[config.mk]
export PLATFORM = sky130hd
export DESIGN_NAME = sector_lock
export DESIGN_NICKNAME = d
export VERILOG_FILES = /design/src/verilog/lock_reg_pkg.sv /design/src/verilog/lock_cell.sv /design/src/verilog/sector_lock.sv
export SDC_FILE = /design/constraint.sdc
export NUM_CORES = 1
export LEC_CHECK = 0
export BUFFER_PORTS_ARGS = -buffer_cell sky130_fd_sc_hd__buf_2
export CAP_MARGIN = 0
export CORE_ASPECT_RATIO = 1.4
export CORE_MARGIN = 2
export CORE_UTILIZATION = 60
export CTS_CLUSTER_DIAMETER = 80
export DETAILED_ROUTE_END_ITERATION = 8
export HOLD_SLACK_MARGIN = 0.15
export PLACE_DENSITY = 0.8
export SKIP_LAST_GASP = 1
export SLEW_MARGIN = 20
export SYNTH_ARGS = -nofsm -noshare
export SYNTH_HDL_FRONTEND = slang
export SYNTH_SLANG_ARGS = --single-unit
[constraint.sdc]
create_clock -name i_core_clk -period 3 [get_ports i_core_clk]
set_input_delay 0.15 -clock i_core_clk [delete_from_list [all_inputs] [get_ports i_core_clk]]
set_output_delay 0.15 -clock i_core_clk [all_outputs]
set_load 0.005 [all_outputs]
[src/verilog/lock_reg_pkg.sv]
package lock_reg_pkg;

  // ************************************************************
  // command codes, bit positions and sizes
  // ************************************************************
  localparam logic [7:0] OPC_WR_ENABLE  = 8'h06;
  localparam logic [7:0] OPC_WR_DISABLE = 8'h04;
  localparam logic [7:0] OPC_LOCK_READ  = 8'hE8;
  localparam logic [7:0] OPC_LOCK_WRITE = 8'hE5;

  localparam int OPC_BITS  = 8;   // opcode length in serial clocks
  localparam int ADDR_BITS = 24;  // three address bytes
  localparam int DATA_BITS = 8;   // one lock byte

  // lock byte field positions
  localparam int BIT_WR_LOCK     = 0;
  localparam int BIT_LOCK_DOWN   = 1;
  localparam int BIT_SUB_WR_LOCK = 2;
  localparam int BIT_SUB_LK_DOWN = 3;

  // address slicing: sector and subsector index positions
  localparam int SECT_LSB = 16;
  localparam int SUB_LSB  = 12;

  // values after reset
  localparam logic       RST_LOCK_BIT = 1'b0;
  localparam logic [7:0] RST_BYTE     = 8'h00;

  // command sequencer, gray along idle-opcode-address-output
  typedef enum logic [2:0] {
    ST_IDLE   = 3'h0,
    ST_OPC    = 3'h1,
    ST_ADDR   = 3'h3,
    ST_OUT    = 3'h2,
    ST_DATA   = 3'h6,
    ST_HOLD   = 3'h7,
    ST_IGNORE = 3'h5
  } seq_state_t;

endpackage : lock_reg_pkg

[src/verilog/lock_cell.sv]
`timescale 1ns/1ps
`default_nettype none

module lock_cell
  import lock_reg_pkg::*;
#(
  parameter int SUB_N   = 16,
  parameter bit HAS_SUB = 1'b0
) (
  // clock and reset
  input  wire logic                     i_clk,
  input  wire logic                     i_rst_n,
  // write strobe with the received lock byte
  input  wire logic                     i_wr,
  input  wire logic [7:0]               i_byte,
  input  wire logic [$clog2(SUB_N)-1:0] i_sub,
  // stored lock state
  output logic                          o_wr_lock,
  output logic                          o_lock_down,
  output logic                          o_sub_lock_down,
  output logic [SUB_N-1:0]              o_sub_wr_lock
);

  typedef struct packed {
    logic             wl;
    logic             ld;
    logic             sld;
    logic [SUB_N-1:0] swl;
  } cell_t;

  cell_t c_q;
  cell_t c_d;

  // lock-down freezes its own pair of bits until reset
  always_comb begin
    c_d = c_q;
    if (i_wr && !c_q.ld) begin
      c_d.wl = i_byte[BIT_WR_LOCK];
      c_d.ld = i_byte[BIT_LOCK_DOWN];
    end
    // subsector bits exist only where the variant provides them
    if (HAS_SUB && i_wr && !c_q.sld) begin
      c_d.swl[i_sub] = i_byte[BIT_SUB_WR_LOCK];
      c_d.sld        = i_byte[BIT_SUB_LK_DOWN];
    end
  end

  // power-up clears every lock bit
  always_ff @(posedge i_clk or negedge i_rst_n) begin
    if (!i_rst_n) begin
      c_q <= '0;
    end else begin
      c_q <= c_d;
    end
  end

  assign o_wr_lock       = c_q.wl;
  assign o_lock_down     = c_q.ld;
  assign o_sub_lock_down = c_q.sld;
  assign o_sub_wr_lock   = c_q.swl;

endmodule : lock_cell

`default_nettype wire

[src/verilog/sector_lock.sv]
`timescale 1ns/1ps
`default_nettype none

module sector_lock
  import lock_reg_pkg::*;
#(
  parameter int N_SECT = 16,
  parameter int SUB_N  = 16,
  parameter bit LEGACY = 1'b0
) (
  // clock and reset
  input  wire logic                      i_core_clk,
  input  wire logic                      i_rst_n,
  // serial port, sampled on the core clock
  input  wire logic                      i_spi_sel_n,
  input  wire logic                      i_spi_sclk,
  input  wire logic                      i_spi_mosi,
  output logic                           o_serial_data_out,
  output logic                           o_serial_data_out_oe,
  // array controller status
  input  wire logic                      i_busy,
  // protection query from the array controller
  input  wire logic                      i_op_req,
  input  wire logic [ADDR_BITS-1:0]      i_op_addr,
  output logic                           o_op_done,
  output logic                           o_op_allowed,
  // write-enable latch
  output logic                           o_wel
);

  localparam int SW = $clog2(N_SECT);
  localparam int BW = $clog2(SUB_N);

  // ************************************************************
  // state
  // ************************************************************
  typedef struct packed {
    seq_state_t           st;
    logic                 sclk;
    logic                 sel_n;
    logic [4:0]           cnt;
    logic [7:0]           opc;
    logic [ADDR_BITS-1:0] addr;
    logic [7:0]           din;
    logic [7:0]           sh;
    logic                 wel;
    logic                 dout;
    logic                 oe;
    logic                 done;
    logic                 allowed;
  } core_t;

  core_t s_q;
  core_t s_d;
  logic [1:0] rst_sync_q;
  logic       rst_n_s;

  // ************************************************************
  // reset release
  // ************************************************************
  // assert at once, release two clocks later to avoid a ragged exit
  always_ff @(posedge i_core_clk or negedge i_rst_n) begin
    if (!i_rst_n) begin
      rst_sync_q <= 2'h0;
    end else begin
      rst_sync_q <= {rst_sync_q[0], 1'b1};
    end
  end
  assign rst_n_s = rst_sync_q[1];

  // ************************************************************
  // lock storage, one cell per sector
  // ************************************************************
  logic [N_SECT-1:0] wl_v;
  logic [N_SECT-1:0] ld_v;
  logic [N_SECT-1:0] sld_v;
  logic [SUB_N-1:0]  swl_v [N_SECT];
  logic [N_SECT-1:0] wr_v;
  logic              wr_go;
  logic [SW-1:0]     wr_sect;
  logic [BW-1:0]     wr_sub;

  // address bits beyond the sector and subsector index are don't care
  assign wr_sect = s_q.addr[SECT_LSB +: SW];
  assign wr_sub  = s_q.addr[SUB_LSB +: BW];

  // the commit happens on select rising right after the data byte
  assign wr_go = !s_q.sel_n && i_spi_sel_n && (s_q.st == ST_HOLD)
                 && (s_q.opc == OPC_LOCK_WRITE)
                 && s_q.wel && !i_busy;

  for (genvar g = 0; g < N_SECT; g++) begin : g_cell
    assign wr_v[g] = wr_go && (wr_sect == SW'(g));
    lock_cell #(
      .SUB_N   (SUB_N),
      .HAS_SUB (LEGACY && (g == 0 || g == N_SECT - 1))
    ) u_cell (
      .i_clk           (i_core_clk),
      .i_rst_n         (rst_n_s),
      .i_wr            (wr_v[g]),
      .i_byte          (s_q.din),
      .i_sub           (wr_sub),
      .o_wr_lock       (wl_v[g]),
      .o_lock_down     (ld_v[g]),
      .o_sub_lock_down (sld_v[g]),
      .o_sub_wr_lock   (swl_v[g])
    );
  end

  // ************************************************************
  // lock byte lookup
  // ************************************************************
  // sector-only format unless the legacy variant is built
  function automatic logic [7:0] lock_byte(input logic [ADDR_BITS-1:0] a);
    logic [SW-1:0] sec;
    logic [BW-1:0] sub;
    logic [7:0]    b;
    sec = a[SECT_LSB +: SW];
    sub = a[SUB_LSB +: BW];
    b   = RST_BYTE;
    b[BIT_WR_LOCK]   = wl_v[sec];
    b[BIT_LOCK_DOWN] = ld_v[sec];
    if (LEGACY) begin
      b[BIT_SUB_WR_LOCK] = swl_v[sec][sub];
      b[BIT_SUB_LK_DOWN] = sld_v[sec];
    end
    return b;
  endfunction : lock_byte

  // ************************************************************
  // serial sequencer
  // ************************************************************
  logic rise;
  logic fall;
  logic [7:0] rd_byte;
  logic [ADDR_BITS-1:0] q_addr;
  logic [SW-1:0] q_sect;
  logic [BW-1:0] q_sub;

  assign rise    = i_spi_sclk && !s_q.sclk;
  assign fall    = !i_spi_sclk && s_q.sclk;
  assign rd_byte = lock_byte(s_q.addr);
  assign q_addr  = i_op_addr;
  assign q_sect  = q_addr[SECT_LSB +: SW];
  assign q_sub   = q_addr[SUB_LSB +: BW];

  // one process walks opcode, address, data and output phases
  always_comb begin
    s_d       = s_q;
    s_d.sclk  = i_spi_sclk;
    s_d.sel_n = i_spi_sel_n;
    s_d.done  = 1'b0;
    if (i_spi_sel_n) begin
      // deselect ends any phase and releases the output
      s_d.st   = ST_IDLE;
      s_d.oe   = 1'b0;
      s_d.dout = 1'b0;
      s_d.cnt  = 5'h0;
      if (!s_q.sel_n && s_q.st == ST_HOLD) begin
        unique case (s_q.opc)
          OPC_WR_ENABLE:  s_d.wel = 1'b1;
          OPC_WR_DISABLE: s_d.wel = 1'b0;
          OPC_LOCK_WRITE: if (wr_go) s_d.wel = 1'b0;
          default:        s_d.wel = s_q.wel;
        endcase
      end
    end else begin
      unique case (s_q.st)
        ST_IDLE: begin
          s_d.st  = ST_OPC;
          s_d.cnt = 5'h0;
        end
        ST_OPC: begin
          if (rise) begin
            s_d.opc = {s_q.opc[6:0], i_spi_mosi};
            s_d.cnt = s_q.cnt + 5'h1;
            if (s_q.cnt == 5'(OPC_BITS - 1)) begin
              s_d.cnt = 5'h0;
              unique case (s_d.opc)
                OPC_WR_ENABLE, OPC_WR_DISABLE: s_d.st = ST_HOLD;
                // lock commands are dropped while a cycle runs
                OPC_LOCK_READ, OPC_LOCK_WRITE:
                  s_d.st = i_busy ? ST_IGNORE : ST_ADDR;
                default: s_d.st = ST_IGNORE;
              endcase
            end
          end
        end
        ST_ADDR: begin
          if (rise) begin
            s_d.addr = {s_q.addr[ADDR_BITS-2:0], i_spi_mosi};
            s_d.cnt  = s_q.cnt + 5'h1;
            if (s_q.cnt == 5'(ADDR_BITS - 1)) begin
              s_d.cnt = 5'h0;
              s_d.st  = (s_q.opc == OPC_LOCK_READ) ? ST_OUT : ST_DATA;
            end
          end
        end
        ST_OUT: begin
          // byte reloads every eight clocks so a long read repeats it
          if (fall) begin
            s_d.oe = 1'b1;
            if (s_q.cnt == 5'h0) begin
              s_d.dout = rd_byte[7];
              s_d.sh   = {rd_byte[6:0], 1'b0};
            end else begin
              s_d.dout = s_q.sh[7];
              s_d.sh   = {s_q.sh[6:0], 1'b0};
            end
            s_d.cnt = (s_q.cnt == 5'(DATA_BITS - 1)) ? 5'h0 : s_q.cnt + 5'h1;
          end
        end
        ST_DATA: begin
          if (rise) begin
            s_d.din = {s_q.din[6:0], i_spi_mosi};
            s_d.cnt = s_q.cnt + 5'h1;
            if (s_q.cnt == 5'(DATA_BITS - 1)) begin
              s_d.cnt = 5'h0;
              s_d.st  = ST_HOLD;
            end
          end
        end
        ST_HOLD: begin
          // any extra clock means a malformed command: drop it
          if (rise) begin
            s_d.st = ST_IGNORE;
          end
        end
        ST_IGNORE: begin
          s_d.st = ST_IGNORE;
        end
        default: begin
          s_d.st = ST_IGNORE;
        end
      endcase
    end
    // protection query: sector and subsector write locks both gate
    if (i_op_req) begin
      s_d.done    = 1'b1;
      s_d.allowed = !wl_v[q_sect] && !swl_v[q_sect][q_sub];
    end
  end

  // ************************************************************
  // registers
  // ************************************************************
  always_ff @(posedge i_core_clk or negedge rst_n_s) begin
    if (!rst_n_s) begin
      s_q       <= '0;
      s_q.st    <= ST_IDLE;
      s_q.sclk  <= 1'b0;
      s_q.sel_n <= 1'b1;
    end else begin
      s_q <= s_d;
    end
  end

  assign o_serial_data_out    = s_q.dout;
  assign o_serial_data_out_oe = s_q.oe;
  assign o_op_done            = s_q.done;
  assign o_op_allowed         = s_q.allowed;
  assign o_wel                = s_q.wel;

endmodule : sector_lock

`default_nettype wire
==> results of run 1 <==
==> power by group through the flow <==
stage / Combinational (mW) / Sequential, mW / Clock (mW)
6_report: 0.185 / 1.27 / 0.820
2_1_floorplan: 0.144 / 1.27 / 0
3_3_place_gp: 0.157 / 1.30 / 0
5_1_grt: 0.207 / 1.28 / 0.887
3_5_place_dp: 0.162 / 1.31 / 0
4_1_cts: 0.171 / 1.28 / 0.841
==> sequential cells by signal (all words and copies together), names as in the netlist <==
name                       cells
s_q                           47
g_cell.u_cell.o_lock_down     16
g_cell.u_cell.o_wr_lock       16
rst_sync_q                     2
o_op_allowed                   1
o_op_done                      1
o_serial_data_out              1
o_serial_data_out_oe           1
o_wel                          1
==> worst register-to-register path: stages, from the launching register on <==
cell	delay, ns
dfrtp_1	0.66
nand4_2	0.21
or3_1	0.55
nor3_1	0.31
mux2_2	0.37
==> stage by stage <==
step / utilization / setup slack (ns) / hold WS (ns) / std cells
final: 0.679 / 0.808 / 0.217 / 472
after global routing: 0.679 / 0.693 / 0.231 / 472
after CTS: 0.676 / 0.830 / 0.205 / 471
after detailed placement: 0.638 / 0.854 / -0.0642 / 448
after global placement: 0.638 / 0.880 / -0.0652 / 448
after floorplan: - / 0.429 / -0.146 / 359
==> layout make-up <==
| cell class | instances | area [um2] | share of cell area |
|---|---|---|---|
| inverter | 6 | 22.5 | 0.00472 |
| sequential | 86 | 2160 | 0.452 |
| multi-input combinational | 245 | 2100 | 0.441 |
| clock buffer | 9 | 124 | 0.0260 |
| timing repair buffer | 24 | 173 | 0.0362 |
| tap | 95 | 119 | 0.0249 |
| clock inverter | 7 | 73.8 | 0.0155 |
==> cell families (layout without fill, tap and decap cells) <==
group / after synthesis / count (layout) / synth area share
AO/OA/AOI/OAI: 59 / 59 / 0.104
XOR/XNOR: 1 / 1 / 0.00200
adder cells (fa/ha/maj): 2 / 2 / 0.00571
buffers and inverters: 28 / 46 / 0.0294
flip-flops: 86 / 86 / 0.491
multiplexers: 67 / 67 / 0.201
other: 1 / 1 / 0.000855
AND/OR/NAND/NOR: 115 / 115 / 0.166
==> cell usage after synthesis (all sizes together), types with 4 or more instances <==
library cell  number  area share
buf               13       0.017
nand4              5      0.0086
mux2i              7       0.016
mux2              48        0.12
nor2              13       0.011
a21oi              5      0.0066
nor3              17       0.019
nand3             11       0.013
nor2b              5      0.0071
nor4               4       0.013
o21bai            13       0.022
a31o               4      0.0080
clkbuf             9      0.0077
nand2             18       0.015
nand2b             8       0.011
o21ai              8      0.0091
or3                5      0.0071
dfrtp             85        0.49
nor3b              4      0.0080
nand3b             4      0.0068
inv                6      0.0051
mux4              12       0.062
==> how the worst min path moves through the flow <==
stage                        startpoint       endpoint  slack (ns)  depth (start not counted)
after CTS                 i_op_addr[17]   o_op_allowed        0.21                          4
final                     i_op_addr[17]   o_op_allowed        0.22                          4
after global placement          i_rst_n  rst_sync_q[0]       -0.07                          1
after global routing      i_op_addr[17]   o_op_allowed        0.23                          4
after floorplan                 i_rst_n  rst_sync_q[0]       -0.15                          0
after detailed placement        i_rst_n  rst_sync_q[0]       -0.06                          1
==> routing by layer <==
metal / vias up / GRT usage / wire length (um)
li1: 1368 / - / -
met1: 1465 / 0.278 / 3440
met2: 80 / 0.367 / 4230
met3: 24 / 0.0475 / 328
met4: 0 / 0.110 / 255
met5: - / 0 / 0
==> summary.txt, run 1 <==
CP max-delay cell: dfrtp_1
Setup Buffers After CTS: 0
Worst Path Required: 3.25 ns
Clock power frac: 0.360
Core outline area: 7030 um2
CP endpoint kind: register
FF-to-FF End: g_cell[4].u_cell.o_wr_lock
# clock sinks: 86
Count of cell types in the netlist: 66
Post-Syn Instances: 359
Hold Fails Final Rpt: 0
Final period utilization: 0.731
Fillers: 532
Netlist Area Pre-Place: 4380 um2
CTS Hold Bufs: 7
Number of flops mapped to enable cells by yosys: 0
Crit Path Class: register to register
Most common cell after layout, fill and taps aside: dfrtp_1
Launch point of the worst reg-to-reg path: s_q[60]
Synthesized flop and latch total: 86
Max cap viols: 0
# setup viols final: 0
Final Power: 2.27 mW
Global-route wire length before repair: 14100 um
Worst Setup EP: g_cell[4].u_cell.o_wr_lock
GRT Total Usage: 0.223
Fmax: 456 MHz
CP Cell Sequence: nand4_2 > or3_1 > nor3_1 > mux2_2
Flop-to-flop setup slack: 0.81 ns
Die Area: 8020 um2
Worst Path Max Fanout: 18
Crit path from: s_q[60]
Post-synthesis async set-or-reset flop share: 1.00
Top Ports: 36
Initial antenna violation count: 0
Inserted Diodes: 0
Layout area overhead: 8.82%
Largest net degree at the start of global routing: 85
CTS root buf: clkbuf_8
Status: complete, no violations
Grt ovf: 0
TritonCTS clock tree: done
Die width: 76.2 um
DR vias/cell: 6.22
Worst min path class: primary input to register
PostCTS Resize Cnt: 0
Initial core utilization: 0.624
Seq pwr share: 0.558
Total vias in the final route: 2937
Syn nets: 392
Die height: 105 um
Worst r2r path cells: 4
Layout cells sized above 1: 0.294
Post-route DRC: 0
Top cell family by delay on the critical path: simple AND/OR/NAND/NOR gates
Power Dens Cells: 477 nW/um2
Switching Fraction: 0.264
Average size of a mapped cell: 12.2 um2
Crit path launch type: register
Power share of the combinational group: 0.081
Leak pwr: 2.15 nW
FP Rows: 36
Final #Nets: 405
Port-buffer cells: 15
Routed WL: 8250 um
Remaining antenna violation count: 0
Final Max Slew Viols: 0
Clk_lat worst skew: 0.37 ns
TritonCTS Buffers: 9
Seq/Total Area, Yosys: 0.491
Worst slew pin tran: 0.842 ns
Yosys Warn Count: 0
Final setup skew: 0.0143 ns
WP depth: 4
Buffer and inverter count on the worst path: 0
HPWL Detailed: 5650 um
Setup_tns: 0 ns
Psw: 600 uW
Critical Path AT: 2.44 ns
Cell Area, Placed: 4480 um2
Number of global-route vias before repair: 2908
Initial drt markers: 184
Clk pin slew, worst setup/hold paths: 0.09 ns
Crit path largest cell delay: 0.66 ns
Commonest cells after routing, fill and taps aside: dfrtp_1 (84), mux2_2 (46), nand2_1 (18)
Relative slew slack: 0.437
H-Tree Level Count: 3
Tmin final: 2.19 ns
CTS max path bufs: 2
Main synth FF type: dfrtp_1
Worst VDD drop: 377 uV
Routability Congestion: 0.823
Design area: 4770 um2
Internal Power: 1.67 mW
DR pass1 iterations: 4
Routed wire length per instance: 17.5 um
RSZ-0062 raised after global routing: false
No activity file was read; power rests on OpenSTA's default activity.
==> inputs of run 2 (changes only) <==
ABC_AREA = 1   (was unset)
clock period = 2.3 ns   (was 3 ns; I/O delays follow)
==> summary.txt, run 2 <==
Main synth FF type: dfrtp_1
Largest register by flop count: s_q
Top post-synthesis cells by count: nand2_1 (176), dfrtp_1 (85), inv_1 (64), nor2_1 (42), nand3_1 (32)
Die height: 105 um
Final Max Slew Viols: 0
CTS root buf: clkbuf_8
Worst slew pin tran: 0.791 ns
FF-to-FF End: s_q[51]
Launch point of the worst reg-to-reg path: s_q[62]
DR pass1 iterations: 5
Top cell family by delay on the critical path: simple AND/OR/NAND/NOR gates
Routability Congestion: 0.905
Fillers: 612
Clock power frac: 0.300
Top Ports: 36
Inserted Diodes: 0
CTS max path bufs: 2
Worst r2r path cells: 6
Post-synthesis async set-or-reset flop share: 1.00
Tmin final: 1.72 ns
Post-synthesis compound-gate area fraction: 0.0956
Crit-path most repeated cell: nor2_1
Post-route DRC: 0
Netlist Area Pre-Place: 4390 um2
Power Dens Cells: 639 nW/um2
Seq pwr share: 0.556
Hold endpoint: o_op_allowed
CP Cell Sequence: inv_2 > nand2_2 > nor2_1 > nand2_1 > nor2_1 > a21oi_1
Setup_tns: 0 ns
CP endpoint kind: register
Routed wire length per instance: 13.8 um
WHS Path Cells: 6
Final #Nets: 616
Most common cell after layout, fill and taps aside: nand2_1
Post-synth top area cell: dfrtp_1
Synth Area in Adders: 0.00570
Syn nets: 591
Clk_lat worst skew: 0.37 ns
Grt ovf: 0
Post-Syn Instances: 558
Remaining antenna violation count: 0
Status: complete, no violations
DR vias/cell: 5.52
Worst VDD drop: 576 uV
RSZ-0062 raised after global routing: false
Initial core utilization: 0.624
Layout cells sized above 1: 0.104
Die Area: 8020 um2
Worst min path class: primary input to register
Leak pwr: 2.42 nW
Power share of the combinational group: 0.143
Initial drt markers: 474
Final period utilization: 0.749
Post-synthesis simple-gate area fraction: 0.299
# setup viols final: 0
Die width: 76.3 um
GRT Total Usage: 0.257
Layout area overhead: 9.07%
Initial antenna violation count: 0
TritonCTS clock tree: done
Psw: 933 uW
Critical Path AT: 1.96 ns
Worst slack, placed: 0.608 ns
Crit path launch type: register
Crit Path Class: register to register
Hold Slack: 0.166 ns
Commonest cells after routing, fill and taps aside: nand2_1 (176), dfrtp_1 (84), inv_1 (64)
# clock sinks: 86
Seq/Total Area, Yosys: 0.491
Post-synthesis mux area share: 0.0334
Most frequent cell after synthesis: nand2_1
Core outline area: 7030 um2
Relative slew slack: 0.472
Clk pin slew, worst setup/hold paths: 0.08 ns
Number of global-route vias before repair: 3672
Total vias in the final route: 3768
CP max-delay cell: dfrtp_1
Final setup skew: 0.0107 ns
FP Rows: 36
Number of flops mapped to enable cells by yosys: 0
Global-route wire length before repair: 16500 um
TritonCTS Buffers: 9
Switching Fraction: 0.305
Fmax: 580 MHz
PostCTS Resize Cnt: 0
Main combinational cell family by area after synthesis: simple AND/OR/NAND/NOR gates
Port-buffer cells: 15
Worst Path Max Fanout: 16
Largest cells by area after synthesis: dfrtp_1 (48%), nand2_1 (15%), inv_1 (5.5%)
Hold Fails Final Rpt: 0
Largest net degree at the start of global routing: 51
Internal Power: 2.13 mW
H-Tree Level Count: 3
Max cap viols: 0
Max reg flops: 47
HPWL Detailed: 6400 um
Post-Synth XOR/XNOR Area: 0
Routed WL: 9400 um
Buffer and inverter count on the worst path: 1
Worst Path Required: 2.54 ns
Average size of a mapped cell: 7.86 um2
Synthesized flop and latch total: 86
Yosys Warn Count: 0
Flop-to-flop setup slack: 0.58 ns
Count of cell types in the netlist: 31
Crit path largest cell delay: 0.48 ns
Hold Startpoint: i_op_addr[18]
Share of the synthesized area in the top cell type: 0.485
PnR worst setup slack: 0.576 ns
run 2: how the worst max path moves through the flow:
stage / start / endpoint / slack, ns / depth (start not counted)
6_report: s_q[62] / s_q[51] / 0.58 / 6
5_1_grt: s_q[62] / s_q[49] / 0.32 / 6
4_1_cts: s_q[62] / s_q[49] / 0.59 / 6
3_5_place_dp: s_q[62] / s_q[51] / 0.61 / 6
3_3_place_gp: s_q[62] / s_q[49] / 0.66 / 6
2_1_floorplan: rst_sync_q[1] / g_cell[0].u_cell.o_lock_down / 0.85 / 0
run 2: logic make-up after synthesis:
kind of cell | after synthesis
other | 1
AOI/OAI and AO/OA | 74
DFF | 86
and+or+nand+nor | 302
buffers and inverters | 80
adders and majority gates | 2
muxes | 13
run 2: what timing repair did:
action                                  CTS  global route
hold endpoints to repair                 10             0
buffers inserted                          0             0
hold buffers                              7             0
endpoints found under the setup margin    0             0
run 2: area by class of cell:
type / instances / area (um2) / area share
Inverter: 68 / 255 / 0.0533
Clock buffer: 12 / 135 / 0.0282
Tap cell: 95 / 119 / 0.0248
Multi-Input combinational cell: 392 / 1910 / 0.398
Timing Repair Buffer: 26 / 188 / 0.0392
Clock inverter: 4 / 25.0 / 0.00523
Sequential cell: 86 / 2160 / 0.451
run 2: stage by stage:
| step | instances | power (mW) | util | area [um2] |
|---|---|---|---|---|
| finish | 683 | 3.06 | 0.681 | 4780 |
| detailed placement | 660 | 2.16 | 0.648 | 4550 |
| floorplan | 558 | 2.03 | - | 4390 |
| global placement | 660 | 2.14 | 0.648 | 4550 |
| CTS | 683 | 3.09 | 0.681 | 4780 |
| global route | 683 | 3.23 | 0.681 | 4780 |
run 2: power groups by stage:
stage          Combinational, mW  Sequential, mW  Clock [mW]
5_1_grt                    0.505            1.72        1.01
4_1_cts                    0.438            1.70       0.946
2_1_floorplan              0.315            1.72           0
3_3_place_gp               0.412            1.73           0
3_5_place_dp               0.428            1.73           0
6_report                   0.439            1.70       0.918
run 2: metal layers:
layer  wire, um  global-route usage
met5          0                   0
met2       4730               0.442
met1       4000               0.312
met4        272               0.138
met3        393              0.0354
run 2: worst min-delay path: cells and delay by family:
family | cells | cell delay [ns]
simple gates | 5 | 0.26
buf+inv | 1 | 0.10
